## src/verilog/sfca_pkg.sv

```systemverilog
// Shared constants and types for the serial flash command framing pair.
// Assumes a 25 MHz system clock on both ends and a slow link clock.
package sfca_pkg;

  // ---------------------------------------------------------------
  // Command codes
  // ---------------------------------------------------------------
  localparam logic [7:0] OP_READ          = 8'h03;
  localparam logic [7:0] OP_READ4B        = 8'h13;
  localparam logic [7:0] OP_PROGRAM       = 8'h02;
  localparam logic [7:0] OP_PROGRAM4B     = 8'h12;
  localparam logic [7:0] OP_SECT_ERASE    = 8'h20;
  localparam logic [7:0] OP_SECT_ERASE4B  = 8'h21;
  localparam logic [7:0] OP_BLK_ERASE     = 8'hd8;
  localparam logic [7:0] OP_BLK_ERASE4B   = 8'hdc;
  localparam logic [7:0] OP_CHIP_ERASE    = 8'h60;
  localparam logic [7:0] OP_WRITE_STATUS  = 8'h01;
  localparam logic [7:0] OP_READ_STATUS   = 8'h05;
  localparam logic [7:0] OP_ENTER_WIDE    = 8'hb7;
  localparam logic [7:0] OP_EXIT_WIDE     = 8'he9;
  localparam logic [7:0] OP_WRITE_UPPER   = 8'hc5;
  localparam logic [7:0] OP_READ_UPPER    = 8'hc8;

  // ---------------------------------------------------------------
  // Array geometry, reset values, counts
  // ---------------------------------------------------------------
  localparam int         ARRAY_AW      = 26;
  localparam logic [9:0] TOP_BLOCK     = 10'h3ff;
  localparam logic [5:0] ADDR3_LAST    = 6'h17;
  localparam logic [5:0] ADDR4_LAST    = 6'h1f;
  localparam logic [5:0] BYTE_LAST     = 6'h07;
  localparam logic [1:0] UPPER_RESET   = 2'h0;
  localparam logic [6:0] STATUS_RESET  = 7'h00;
  localparam int         HALF_DEFAULT  = 4;

  // ---------------------------------------------------------------
  // Host control registers (byte offsets on the Avalon slave)
  // ---------------------------------------------------------------
  localparam logic [3:0] REG_CTRL  = 4'h0;
  localparam logic [3:0] REG_ADDR  = 4'h4;
  localparam logic [3:0] REG_LEN   = 4'h8;
  localparam logic [3:0] REG_STAT  = 4'hc;
  localparam int         CTRL_GO   = 31;

  typedef enum logic [5:0] {
    FS_IDLE = 6'h01, FS_OPC = 6'h02, FS_ADDR = 6'h04,
    FS_DIN  = 6'h08, FS_DOUT = 6'h10, FS_STBY = 6'h20
  } sfca_dev_state_e;

  typedef enum logic [2:0] {
    HS_IDLE = 3'h1, HS_RUN = 3'h2, HS_GAP = 3'h4
  } sfca_host_state_e;

endpackage

```

## src/verilog/sfca_if.sv

```systemverilog
// Serial link between the flash end and the controller end.
// Assumes the host treats the data-out line as pulled up when released.
`timescale 1ns/1ps
`default_nettype none
interface sfca_if;
  logic cs_n;
  logic sclk;
  logic mosi;
  logic miso;
  logic miso_oe;

  modport flash (input cs_n, input sclk, input mosi, output miso, output miso_oe);
  modport host  (output cs_n, output sclk, output mosi, input miso, input miso_oe);
endinterface
`default_nettype wire

```

## src/verilog/sfca_flash.sv

```systemverilog
// Flash end: command framing, address width selection, upper segment.
// Assumes link pins arrive asynchronously; user side is on CLK_SYS.
// Overview of operation
// - Sectors are 4K, numbered up from zero
// - End blocks lock per 4K sector
// - Other blocks lock as whole 64K
// - Host polls status before each command
// - Invalid command: standby, output off till deselect
// - Valid command stays active until deselect
// - Sample on clock rise, launch on fall
// - Clock modes 0 and 3 both work
// - Reads may end after any bit
// - Write commands need whole bytes or rejected
// - Array access ignored while busy
// - Enter wide sets flag, 32-bit addresses
// - Exit wide returns to 3-byte addresses
// - Four-byte variants always take 32 bits
// - Wide mode ignores upper segment register
// - Eight-bit upper register supplies top bits
// - Upper bits 7..2 read zero, reset zero
// - Two low bits pick one of four segments
// - Continuous read runs into next segment
// - Random read starts in selected segment
// - Chip erase ignores selected segment
// - Erase and program stay in segment
`timescale 1ns/1ps
`default_nettype none
module sfca_flash (
  input  wire logic                        CLK_SYS,
  input  wire logic                        RESET_N,
  sfca_if.flash                            LINK,
  input  wire logic                        BUSY,
  input  wire logic [7:0]                  RD_DATA,
  output logic [sfca_pkg::ARRAY_AW-1:0]    RD_ADDR,
  output logic                             EXEC,
  output logic [7:0]                       EXEC_OP,
  output logic [sfca_pkg::ARRAY_AW-1:0]    EXEC_ADDR,
  output logic [7:0]                       EXEC_DATA,
  output logic [13:0]                      EXEC_LOCK_UNIT,
  output logic                             EXEC_LOCK_FINE,
  output logic                             WIDE_MODE,
  output logic [1:0]                       UPPER_SEG,
  output logic                             ACTIVE
);

  typedef struct packed {
    logic valid;
    logic addr;
    logic four;
    logic rd;
    logic out;
    logic data;
    logic arr;
  } sfca_dec_s;

  typedef struct packed {
    sfca_pkg::sfca_dev_state_e   st;
    logic [1:0]                  cs_sy;
    logic [1:0]                  sck_sy;
    logic [1:0]                  mosi_sy;
    logic                        cs_d;
    logic                        sck_d;
    logic [7:0]                  opc;
    sfca_dec_s                   dec;
    logic [31:0]                 sh;
    logic [5:0]                  cnt;
    logic                        got;
    logic [7:0]                  dbyte;
    logic                        wide;
    logic [1:0]                  upper;
    logic [6:0]                  stat;
    logic                        miso;
    logic                        miso_oe;
    logic [7:0]                  osh;
    logic [2:0]                  ocnt;
    logic [sfca_pkg::ARRAY_AW-1:0] rd_addr;
    logic [sfca_pkg::ARRAY_AW-1:0] xaddr;
    logic                        exec;
    logic [7:0]                  xop;
    logic [7:0]                  xdata;
    logic [13:0]                 xunit;
    logic                        xfine;
    logic                        active;
  } sfca_flash_s;

  sfca_flash_s s_reg;
  sfca_flash_s s_next;

  // ---------------------------------------------------------------
  // Command decode
  // ---------------------------------------------------------------
  // Busy only matters for array commands; status reads always pass
  function automatic sfca_dec_s decode(input logic [7:0] op, input logic busy);
    sfca_dec_s d;
    d = '0;
    d.valid = 1'b1;
    case (op)
      sfca_pkg::OP_READ:         begin d.addr = 1'b1; d.rd = 1'b1; d.out = 1'b1; d.arr = 1'b1; end
      sfca_pkg::OP_READ4B:       begin d.addr = 1'b1; d.four = 1'b1; d.rd = 1'b1; d.out = 1'b1;
                                       d.arr = 1'b1; end
      sfca_pkg::OP_PROGRAM,
      sfca_pkg::OP_SECT_ERASE,
      sfca_pkg::OP_BLK_ERASE:    begin d.addr = 1'b1; d.arr = 1'b1; d.data = (op == sfca_pkg::OP_PROGRAM); end
      sfca_pkg::OP_PROGRAM4B,
      sfca_pkg::OP_SECT_ERASE4B,
      sfca_pkg::OP_BLK_ERASE4B:  begin d.addr = 1'b1; d.four = 1'b1; d.arr = 1'b1;
                                       d.data = (op == sfca_pkg::OP_PROGRAM4B); end
      sfca_pkg::OP_CHIP_ERASE:   d.arr = 1'b1;
      sfca_pkg::OP_WRITE_STATUS,
      sfca_pkg::OP_WRITE_UPPER:  d.data = 1'b1;
      sfca_pkg::OP_READ_STATUS,
      sfca_pkg::OP_READ_UPPER:   d.out = 1'b1;
      sfca_pkg::OP_ENTER_WIDE,
      sfca_pkg::OP_EXIT_WIDE:    d.valid = 1'b1;
      default:                   d.valid = 1'b0;
    endcase
    if (busy && d.arr) begin
      d.valid = 1'b0;
    end
    return d;
  endfunction

  // Synchronised link levels and their edges
  logic       cs;
  logic       sck;
  logic       mosi;
  logic       sck_rise;
  logic       sck_fall;
  logic       cs_rise;
  logic       cs_fall;
  logic [7:0] op_in;
  logic [31:0] sh_in;
  sfca_dec_s  dec_in;

  assign cs       = s_reg.cs_sy[1];
  assign sck      = s_reg.sck_sy[1];
  assign mosi     = s_reg.mosi_sy[1];
  assign sck_rise = sck & ~s_reg.sck_d;
  assign sck_fall = ~sck & s_reg.sck_d;
  assign cs_rise  = cs & ~s_reg.cs_d;
  assign cs_fall  = ~cs & s_reg.cs_d;
  assign sh_in    = {s_reg.sh[30:0], mosi};
  assign op_in    = sh_in[7:0];
  assign dec_in   = decode(op_in, BUSY);

  // ---------------------------------------------------------------
  // Next-state logic
  // ---------------------------------------------------------------
  // Edges only count while selected, so the idle level of the clock
  // (low or high) never matters and the first stray fall is harmless
  always_comb begin
    s_next         = s_reg;
    s_next.exec    = 1'b0;
    s_next.cs_sy   = {s_reg.cs_sy[0], LINK.cs_n};
    s_next.sck_sy  = {s_reg.sck_sy[0], LINK.sclk};
    s_next.mosi_sy = {s_reg.mosi_sy[0], LINK.mosi};
    s_next.cs_d    = cs;
    s_next.sck_d   = sck;
    if (cs_rise) begin
      // Only complete write-type frames that end on a byte run
      if (s_reg.st == sfca_pkg::FS_DIN && s_reg.cnt[2:0] == 3'h0 &&
          (!s_reg.dec.data || s_reg.got)) begin
        s_next.exec  = 1'b1;
        s_next.xop   = s_reg.opc;
        s_next.xdata = s_reg.dbyte;
        s_next.xfine = (s_reg.xaddr[25:16] == 10'h000) ||
                       (s_reg.xaddr[25:16] == sfca_pkg::TOP_BLOCK);
        // Fine units are sectors, coarse ones name the first sector
        s_next.xunit = s_next.xfine ? s_reg.xaddr[25:12]
                                    : {s_reg.xaddr[25:16], 4'h0};
        case (s_reg.opc)
          sfca_pkg::OP_ENTER_WIDE:   s_next.wide  = 1'b1;
          sfca_pkg::OP_EXIT_WIDE:    s_next.wide  = 1'b0;
          sfca_pkg::OP_WRITE_UPPER:  s_next.upper = s_reg.dbyte[1:0];
          sfca_pkg::OP_WRITE_STATUS: s_next.stat  = s_reg.dbyte[7:1];
          default:                   s_next.stat  = s_reg.stat;
        endcase
      end
      s_next.st      = sfca_pkg::FS_IDLE;
      s_next.miso_oe = 1'b0;
      s_next.active  = 1'b0;
    end else if (cs_fall) begin
      s_next.st      = sfca_pkg::FS_OPC;
      s_next.cnt     = 6'h00;
      s_next.ocnt    = 3'h0;                              // Cut frames leave no bit offset
      s_next.got     = 1'b0;
      s_next.miso_oe = 1'b0;
    end else if (!cs) begin
      case (s_reg.st)
        sfca_pkg::FS_OPC: begin
          if (sck_rise) begin
            s_next.sh  = sh_in;
            s_next.cnt = s_reg.cnt + 6'h01;
            if (s_reg.cnt == sfca_pkg::BYTE_LAST) begin
              s_next.opc   = op_in;
              s_next.dec   = dec_in;
              s_next.cnt   = 6'h00;
              s_next.xaddr = '0;
              if (!dec_in.valid) begin
                s_next.st = sfca_pkg::FS_STBY;
              end else begin
                s_next.active = 1'b1;
                if (dec_in.addr) begin
                  s_next.st = sfca_pkg::FS_ADDR;
                end else if (dec_in.out) begin
                  s_next.st = sfca_pkg::FS_DOUT;
                end else begin
                  s_next.st = sfca_pkg::FS_DIN;
                end
              end
            end
          end
        end
        sfca_pkg::FS_ADDR: begin
          if (sck_rise) begin
            s_next.sh  = sh_in;
            s_next.cnt = s_reg.cnt + 6'h01;
            // Four-byte variants or wide mode: 32 bits, segment ignored
            if ((s_reg.dec.four || s_reg.wide) ? (s_reg.cnt == sfca_pkg::ADDR4_LAST)
                                               : (s_reg.cnt == sfca_pkg::ADDR3_LAST)) begin
              if (s_reg.dec.four || s_reg.wide) begin
                s_next.xaddr = sh_in[25:0];
              end else begin
                s_next.xaddr = {s_reg.upper, sh_in[23:0]};
              end
              s_next.rd_addr = s_next.xaddr;
              s_next.cnt     = 6'h00;
              s_next.st      = s_reg.dec.out ? sfca_pkg::FS_DOUT : sfca_pkg::FS_DIN;
            end
          end
        end
        sfca_pkg::FS_DIN: begin
          if (sck_rise) begin
            s_next.sh  = sh_in;
            s_next.cnt = s_reg.cnt + 6'h01;
            if (s_reg.cnt == sfca_pkg::BYTE_LAST) begin
              s_next.got   = 1'b1;
              s_next.dbyte = op_in;
            end
          end
        end
        sfca_pkg::FS_DOUT: begin
          if (sck_fall) begin
            s_next.miso_oe = 1'b1;
            s_next.ocnt    = s_reg.ocnt + 3'h1;
            if (s_reg.ocnt == 3'h0) begin
              // Array reads step through the whole array, carrying into the next segment
              if (s_reg.dec.rd) begin
                s_next.osh     = RD_DATA;
                s_next.rd_addr = s_reg.rd_addr + 26'h0000001;
              end else if (s_reg.opc == sfca_pkg::OP_READ_STATUS) begin
                s_next.osh = {s_reg.stat, BUSY};
              end else begin
                s_next.osh = {6'h00, s_reg.upper};
              end
              s_next.miso = s_next.osh[7];
              s_next.osh  = {s_next.osh[6:0], 1'b0};
            end else begin
              s_next.miso = s_reg.osh[7];
              s_next.osh  = {s_reg.osh[6:0], 1'b0};
            end
          end
        end
        default: s_next.st = s_reg.st;                    // Idle and standby wait
      endcase
    end
  end

  // ---------------------------------------------------------------
  // State register
  // ---------------------------------------------------------------
  always_ff @(posedge CLK_SYS) begin
    if (!RESET_N) begin
      s_reg         <= '0;
      s_reg.st      <= sfca_pkg::FS_IDLE;
      s_reg.cs_sy   <= 2'h3;
      s_reg.cs_d    <= 1'b1;
      s_reg.upper   <= sfca_pkg::UPPER_RESET;
      s_reg.stat    <= sfca_pkg::STATUS_RESET;
    end else begin
      s_reg <= s_next;
    end
  end

  // Outputs straight from the state register
  assign LINK.miso      = s_reg.miso;
  assign LINK.miso_oe   = s_reg.miso_oe;
  assign RD_ADDR        = s_reg.rd_addr;
  assign EXEC           = s_reg.exec;
  assign EXEC_OP        = s_reg.xop;
  assign EXEC_ADDR      = s_reg.xaddr;
  assign EXEC_DATA      = s_reg.xdata;
  assign EXEC_LOCK_UNIT = s_reg.xunit;
  assign EXEC_LOCK_FINE = s_reg.xfine;
  assign WIDE_MODE      = s_reg.wide;
  assign UPPER_SEG      = s_reg.upper;
  assign ACTIVE         = s_reg.active;

endmodule
`default_nettype wire

```

## src/flat_wrapper.sv

```systemverilog
// flat-port wrapper written by rule: the top's interface ports become plain ports
module sfca_flash_flat 
  (CLK_SYS, RESET_N, BUSY, RD_DATA, RD_ADDR, EXEC, EXEC_OP, EXEC_ADDR, EXEC_DATA, EXEC_LOCK_UNIT, EXEC_LOCK_FINE, WIDE_MODE, UPPER_SEG, ACTIVE, LINK_cs_n, LINK_sclk, LINK_mosi, LINK_miso, LINK_miso_oe);
  sfca_if LINK_i ();
  input  wire logic CLK_SYS;
  input  wire logic RESET_N;
  input  wire logic BUSY;
  input  wire logic [7:0] RD_DATA;
  output logic [sfca_pkg::ARRAY_AW-1:0] RD_ADDR;
  output logic EXEC;
  output logic [7:0] EXEC_OP;
  output logic [sfca_pkg::ARRAY_AW-1:0] EXEC_ADDR;
  output logic [7:0] EXEC_DATA;
  output logic [13:0] EXEC_LOCK_UNIT;
  output logic EXEC_LOCK_FINE;
  output logic WIDE_MODE;
  output logic [1:0] UPPER_SEG;
  output logic ACTIVE;
  input wire logic [$bits(LINK_i.cs_n)-1:0] LINK_cs_n;
  input wire logic [$bits(LINK_i.sclk)-1:0] LINK_sclk;
  input wire logic [$bits(LINK_i.mosi)-1:0] LINK_mosi;
  output wire logic [$bits(LINK_i.miso)-1:0] LINK_miso;
  output wire logic [$bits(LINK_i.miso_oe)-1:0] LINK_miso_oe;
  assign LINK_i.cs_n = LINK_cs_n;
  assign LINK_i.sclk = LINK_sclk;
  assign LINK_i.mosi = LINK_mosi;
  assign LINK_miso = LINK_i.miso;
  assign LINK_miso_oe = LINK_i.miso_oe;
  sfca_flash u_core (.CLK_SYS(CLK_SYS), .RESET_N(RESET_N), .LINK(LINK_i), .BUSY(BUSY), .RD_DATA(RD_DATA), .RD_ADDR(RD_ADDR), .EXEC(EXEC), .EXEC_OP(EXEC_OP), .EXEC_ADDR(EXEC_ADDR), .EXEC_DATA(EXEC_DATA), .EXEC_LOCK_UNIT(EXEC_LOCK_UNIT), .EXEC_LOCK_FINE(EXEC_LOCK_FINE), .WIDE_MODE(WIDE_MODE), .UPPER_SEG(UPPER_SEG), .ACTIVE(ACTIVE));
endmodule
```

## config.mk

```make
export PLATFORM = sky130hd
export DESIGN_NAME = sfca_flash_flat
export DESIGN_NICKNAME = d
export VERILOG_FILES = /design/src/verilog/sfca_pkg.sv /design/src/verilog/sfca_if.sv /design/src/verilog/sfca_flash.sv /design/src/flat_wrapper.sv
export SDC_FILE = /design/constraint.sdc
export NUM_CORES = 1
export LEC_CHECK = 0
export BUFFER_PORTS_ARGS = -buffer_cell sky130_fd_sc_hd__buf_2
export CAP_MARGIN = 40
export CORE_MARGIN = 2
export CORE_UTILIZATION = 40
export CTS_CLUSTER_SIZE = 30
export DETAILED_ROUTE_END_ITERATION = 16
export SLEW_MARGIN = 25
export SYNTH_ARGS = -nofsm -noshare
export SYNTH_HDL_FRONTEND = slang
export SYNTH_SLANG_ARGS = --single-unit
```

## constraint.sdc

```tcl
create_clock -name CLK_SYS -period 2.1 [get_ports CLK_SYS]
set_input_delay 0.525 -clock CLK_SYS [delete_from_list [all_inputs] [get_ports CLK_SYS]]
set_output_delay 0.525 -clock CLK_SYS [all_outputs]
set_load 0.03 [all_outputs]
```

==> key figures <==
Yosys
  • Top cell type's share of synthesized area: 0.399
  • Post-Syn Nets: 1087
  • Syn_area_per_cell: 8.12 um2
  • Post-synthesis cell type count: 71
  • Syn Std Cell Area: 8670 um2
  • Number of synthesized flops with an enable pin: 0
  • Synthesized flop and latch total: 173
  • Synth Flop Type: dfxtp_1
  • Gate Count Post-Synth: 1068
  • Fraction of registers with async set/reset: 0
  • Synth area leader: dfxtp_1
  • Yosys synthesis warning count: 0
  • Register area share after synthesis: 0.399
  • Synth area leaders: dfxtp_1, buf_4, a21oi_1, nand2_1, nand3_1

Clock network
  • CTS Sinks: 173
  • CTS H-tree lvls: 4
  • CTS Buf Count: 17
  • Clock transition at the registers of the reported paths: 0.07 ns
  • CTS tree: built
  • Clock Latency Late Sink: 0.43 ns
  • Root Buffer: clkbuf_16
  • CTS max path bufs: 2
  • Post-cts hold buffer count: 0

Floorplan
  • Core Box Area: 21200 um2
  • Die Height: 151 um
  • Die extent in x: 151 um
  • Initial Util: 0.410
  • Row cnt: 53
  • DIE AREA: 22900 um2
  • IO Pins: 104

Worst setup path
  • Critical path arrival: 2.49 ns
  • R2R setup slack: -0.07 ns
  • Setup CP Type: flip-flop to flip-flop
  • CP required: 2.42 ns
  • Critical Path End Type: flip-flop
  • Crit-path max FO: 12
  • Worst Reg-to-Reg Cells: 9
  • Startpoint Class: flip-flop
  • Worst reg2reg startpoint: u_core.s_reg[117]
  • RR Endpoint: u_core.EXEC_ADDR[7]

Global routing
  • Pin count of the biggest net entering global routing: 53
  • First-pass GRT wire length: 37000 um
  • Number of global-route vias before repair: 6962
  • GR Overflow Total: 0
  • Total GRT Usage: 0.204
  • Initial antenna violation count: 0

Layout
  • Area growth, synth to finish: 18.3%
  • Diodes inserted: 0
  • # fillers: 2085
  • Max reg flops: 70
  • Most frequent cells in the layout: dfxtp_1, nand2_1, a21oi_1, buf_2, nand3_1
  • Finished Cell Area: 10300 um2
  • Area of the multi-input gates: 4290 um2
  • Register area: 3470 um2
  • Most frequent standard cell in the layout excluding fill and tap cells: dfxtp_1
  • Layout cells sized above 1: 0.241
  • Core Util, Final: 0.485
  • Layout net count: 1145

Min path
  • Hold depth: 2
  • Hold endpoint: u_core.s_next[177]
  • Min-delay src: LINK_cs_n
  • Hold Crit Class: input pin to flip-flop

Power and ir drop
  • Peak supply drop: 0.440 mV
  • Cell Pwr Density: 666 nW/um2
  • Pleak: 0.00389 uW

Timing
  • Number of setup violations in the final report: 24
  • Final Skew: 0.00720 ns
  • Setup WS post-layout: -0.0737 ns
  • Actual slew at the worst max-slew pin: 0.701 ns
  • Fin crit period: 2.17 ns
  • Unrepaired setup endpoints after global routing: true
  • Max-slew headroom: 0.529
  • Final worst path period share: 1.04
  • Count of final hold-check violations: 0
  • Number of max-slew violations in the final report: 0
  • Max Clock Freq: 0.460 GHz
  • Hold Slack: 0.283 ns

Detailed routing
  • DRC Markers: 0
  • Detail Route Antenna Nets: 0
  • Vias: 7730
  • WL final: 23800 um
  • WL/cell: 16.8 um
  • Starting DRT DRC Count: 523
  • Drt first pass iters: 5
  • Vias per inst: 5.47

Place
  • Post-detailed-placement half-perimeter wirelength: 16400 um
  • Pre-CTS WS: -0.0790 ns
  • IO Port Bufs: 103
  • GP Congestion: 0.845
  • DP Area: 9390 um2

Job
  • Max-cap violations: 0

Run status
  • Status: complete, but fails checks
  • Failing checks: negative setup slack
[synthesized netlist by cell type (3+ instances only)]
| cell type | n |
|---|---|
| a32oi_1 | 4 |
| a21o_1 | 4 |
| o211a_1 | 3 |
| or3_1 | 5 |
| and2_1 | 11 |
| nor3_1 | 11 |
| a21oi_1 | 117 |
| and3_1 | 11 |
| o21ai_0 | 22 |
| o31a_1 | 10 |
| ha_1 | 5 |
| o32a_1 | 3 |
| buf_4 | 89 |
| o31ai_1 | 12 |
| a211oi_1 | 3 |
| nor4_1 | 7 |
| nor3b_1 | 4 |
| o211ai_1 | 9 |
| nand4b_1 | 4 |
| and4b_1 | 5 |
| nand3_1 | 80 |
| nor4b_1 | 3 |
| o2111ai_1 | 4 |
| nand2b_1 | 33 |
| nor2b_1 | 9 |
| clkbuf_1 | 60 |
| a22oi_1 | 4 |
| inv_1 | 13 |
| o22ai_1 | 5 |
| nand2_1 | 140 |
| mux2i_1 | 35 |
| o221a_2 | 3 |
| a31oi_1 | 10 |
| buf_2 | 12 |
| nor2_1 | 75 |
| or3b_2 | 3 |
| o21a_1 | 3 |
| o32ai_1 | 5 |
| nand3b_1 | 3 |
| a221oi_1 | 6 |
| dfxtp_1 | 173 |
| nand4_1 | 15 |
[timing repair]
item                                    in CTS  in global routing
gates resized for setup                      9                 16
endpoints found under the setup margin      32                 70
pin swaps                                    3                  4
setup buffers                                4                  5
cloned                                       2                  2
[how the worst max path moves through the flow]
stage	from	end	slack [ns]	cells past startpoint
5_1_grt	u_core.s_reg[117]	u_core.EXEC_ADDR[25]	-0.16	8
6_report	u_core.s_reg[117]	u_core.EXEC_ADDR[7]	-0.07	9
3_3_place_gp	u_core.s_reg[117]	u_core.EXEC_ADDR[25]	-0.04	7
4_1_cts	u_core.s_reg[117]	u_core.EXEC_ADDR[7]	-0.05	9
2_1_floorplan	u_core.s_reg[118]	u_core.EXEC_ADDR[24]	0.02	7
3_5_place_dp	u_core.s_reg[117]	u_core.EXEC_ADDR[24]	-0.08	7
[final cells by class]
cell class	instances	share of cell area
well taps	275	0.0335
flip-flops and latches	173	0.338
clock buffers	18	0.0418
clock inverters	13	0.0177
inverters	13	0.00500
multi-input cells	719	0.418
repair buffers	202	0.146
[metrics by stage]
stage / total power [uW] / TNS, ns / cells
finish: 6830 / -1.28 / 1413
global placement: 3570 / -0.109 / 1369
global route: 7020 / -4.54 / 1413
floorplan: 3480 / 0 / 1068
detailed placement: 3570 / -0.808 / 1369
CTS: 6870 / -0.888 / 1406
[layer usage]
metal,track usage,vias up,wire (um)
li1,-,3825,-
met2,0.319,198,10900
met5,0,-,0
met4,0.0491,0,253
met3,0.0410,18,1220
met1,0.288,3689,11400
[where the power goes]
| group | total (uW) | internal [uW] | switching, uW |
|---|---|---|---|
| Sequential | 3300 | 3290 | 15.2 |
| Clock | 3330 | 1900 | 1430 |
| Combinational | 196 | 74.4 | 122 |
| Total | 6830 | 5270 | 1560 |
[critical path: stages (launching register included)]
cell and delay, ns:
dfxtp_4 0.37, ha_4 0.14, nand3b_1 0.10, or4b_4 0.52, a2111oi_4 0.31, buf_6 0.19
buf_12 0.12, clkbuf_16 0.15, nand2b_1 0.10, a21oi_1 0.05
[kinds of logic after synthesis]
family,synth area share
adder cells (fa/ha/maj),0.00721
buffers and inverters,0.116
AND/OR/NAND/NOR,0.256
multiplexers,0.0417
AO/OA/AOI/OAI,0.178
flip-flops,0.399
XOR/XNOR,0.00101
(Power assumes the default switching activity.)
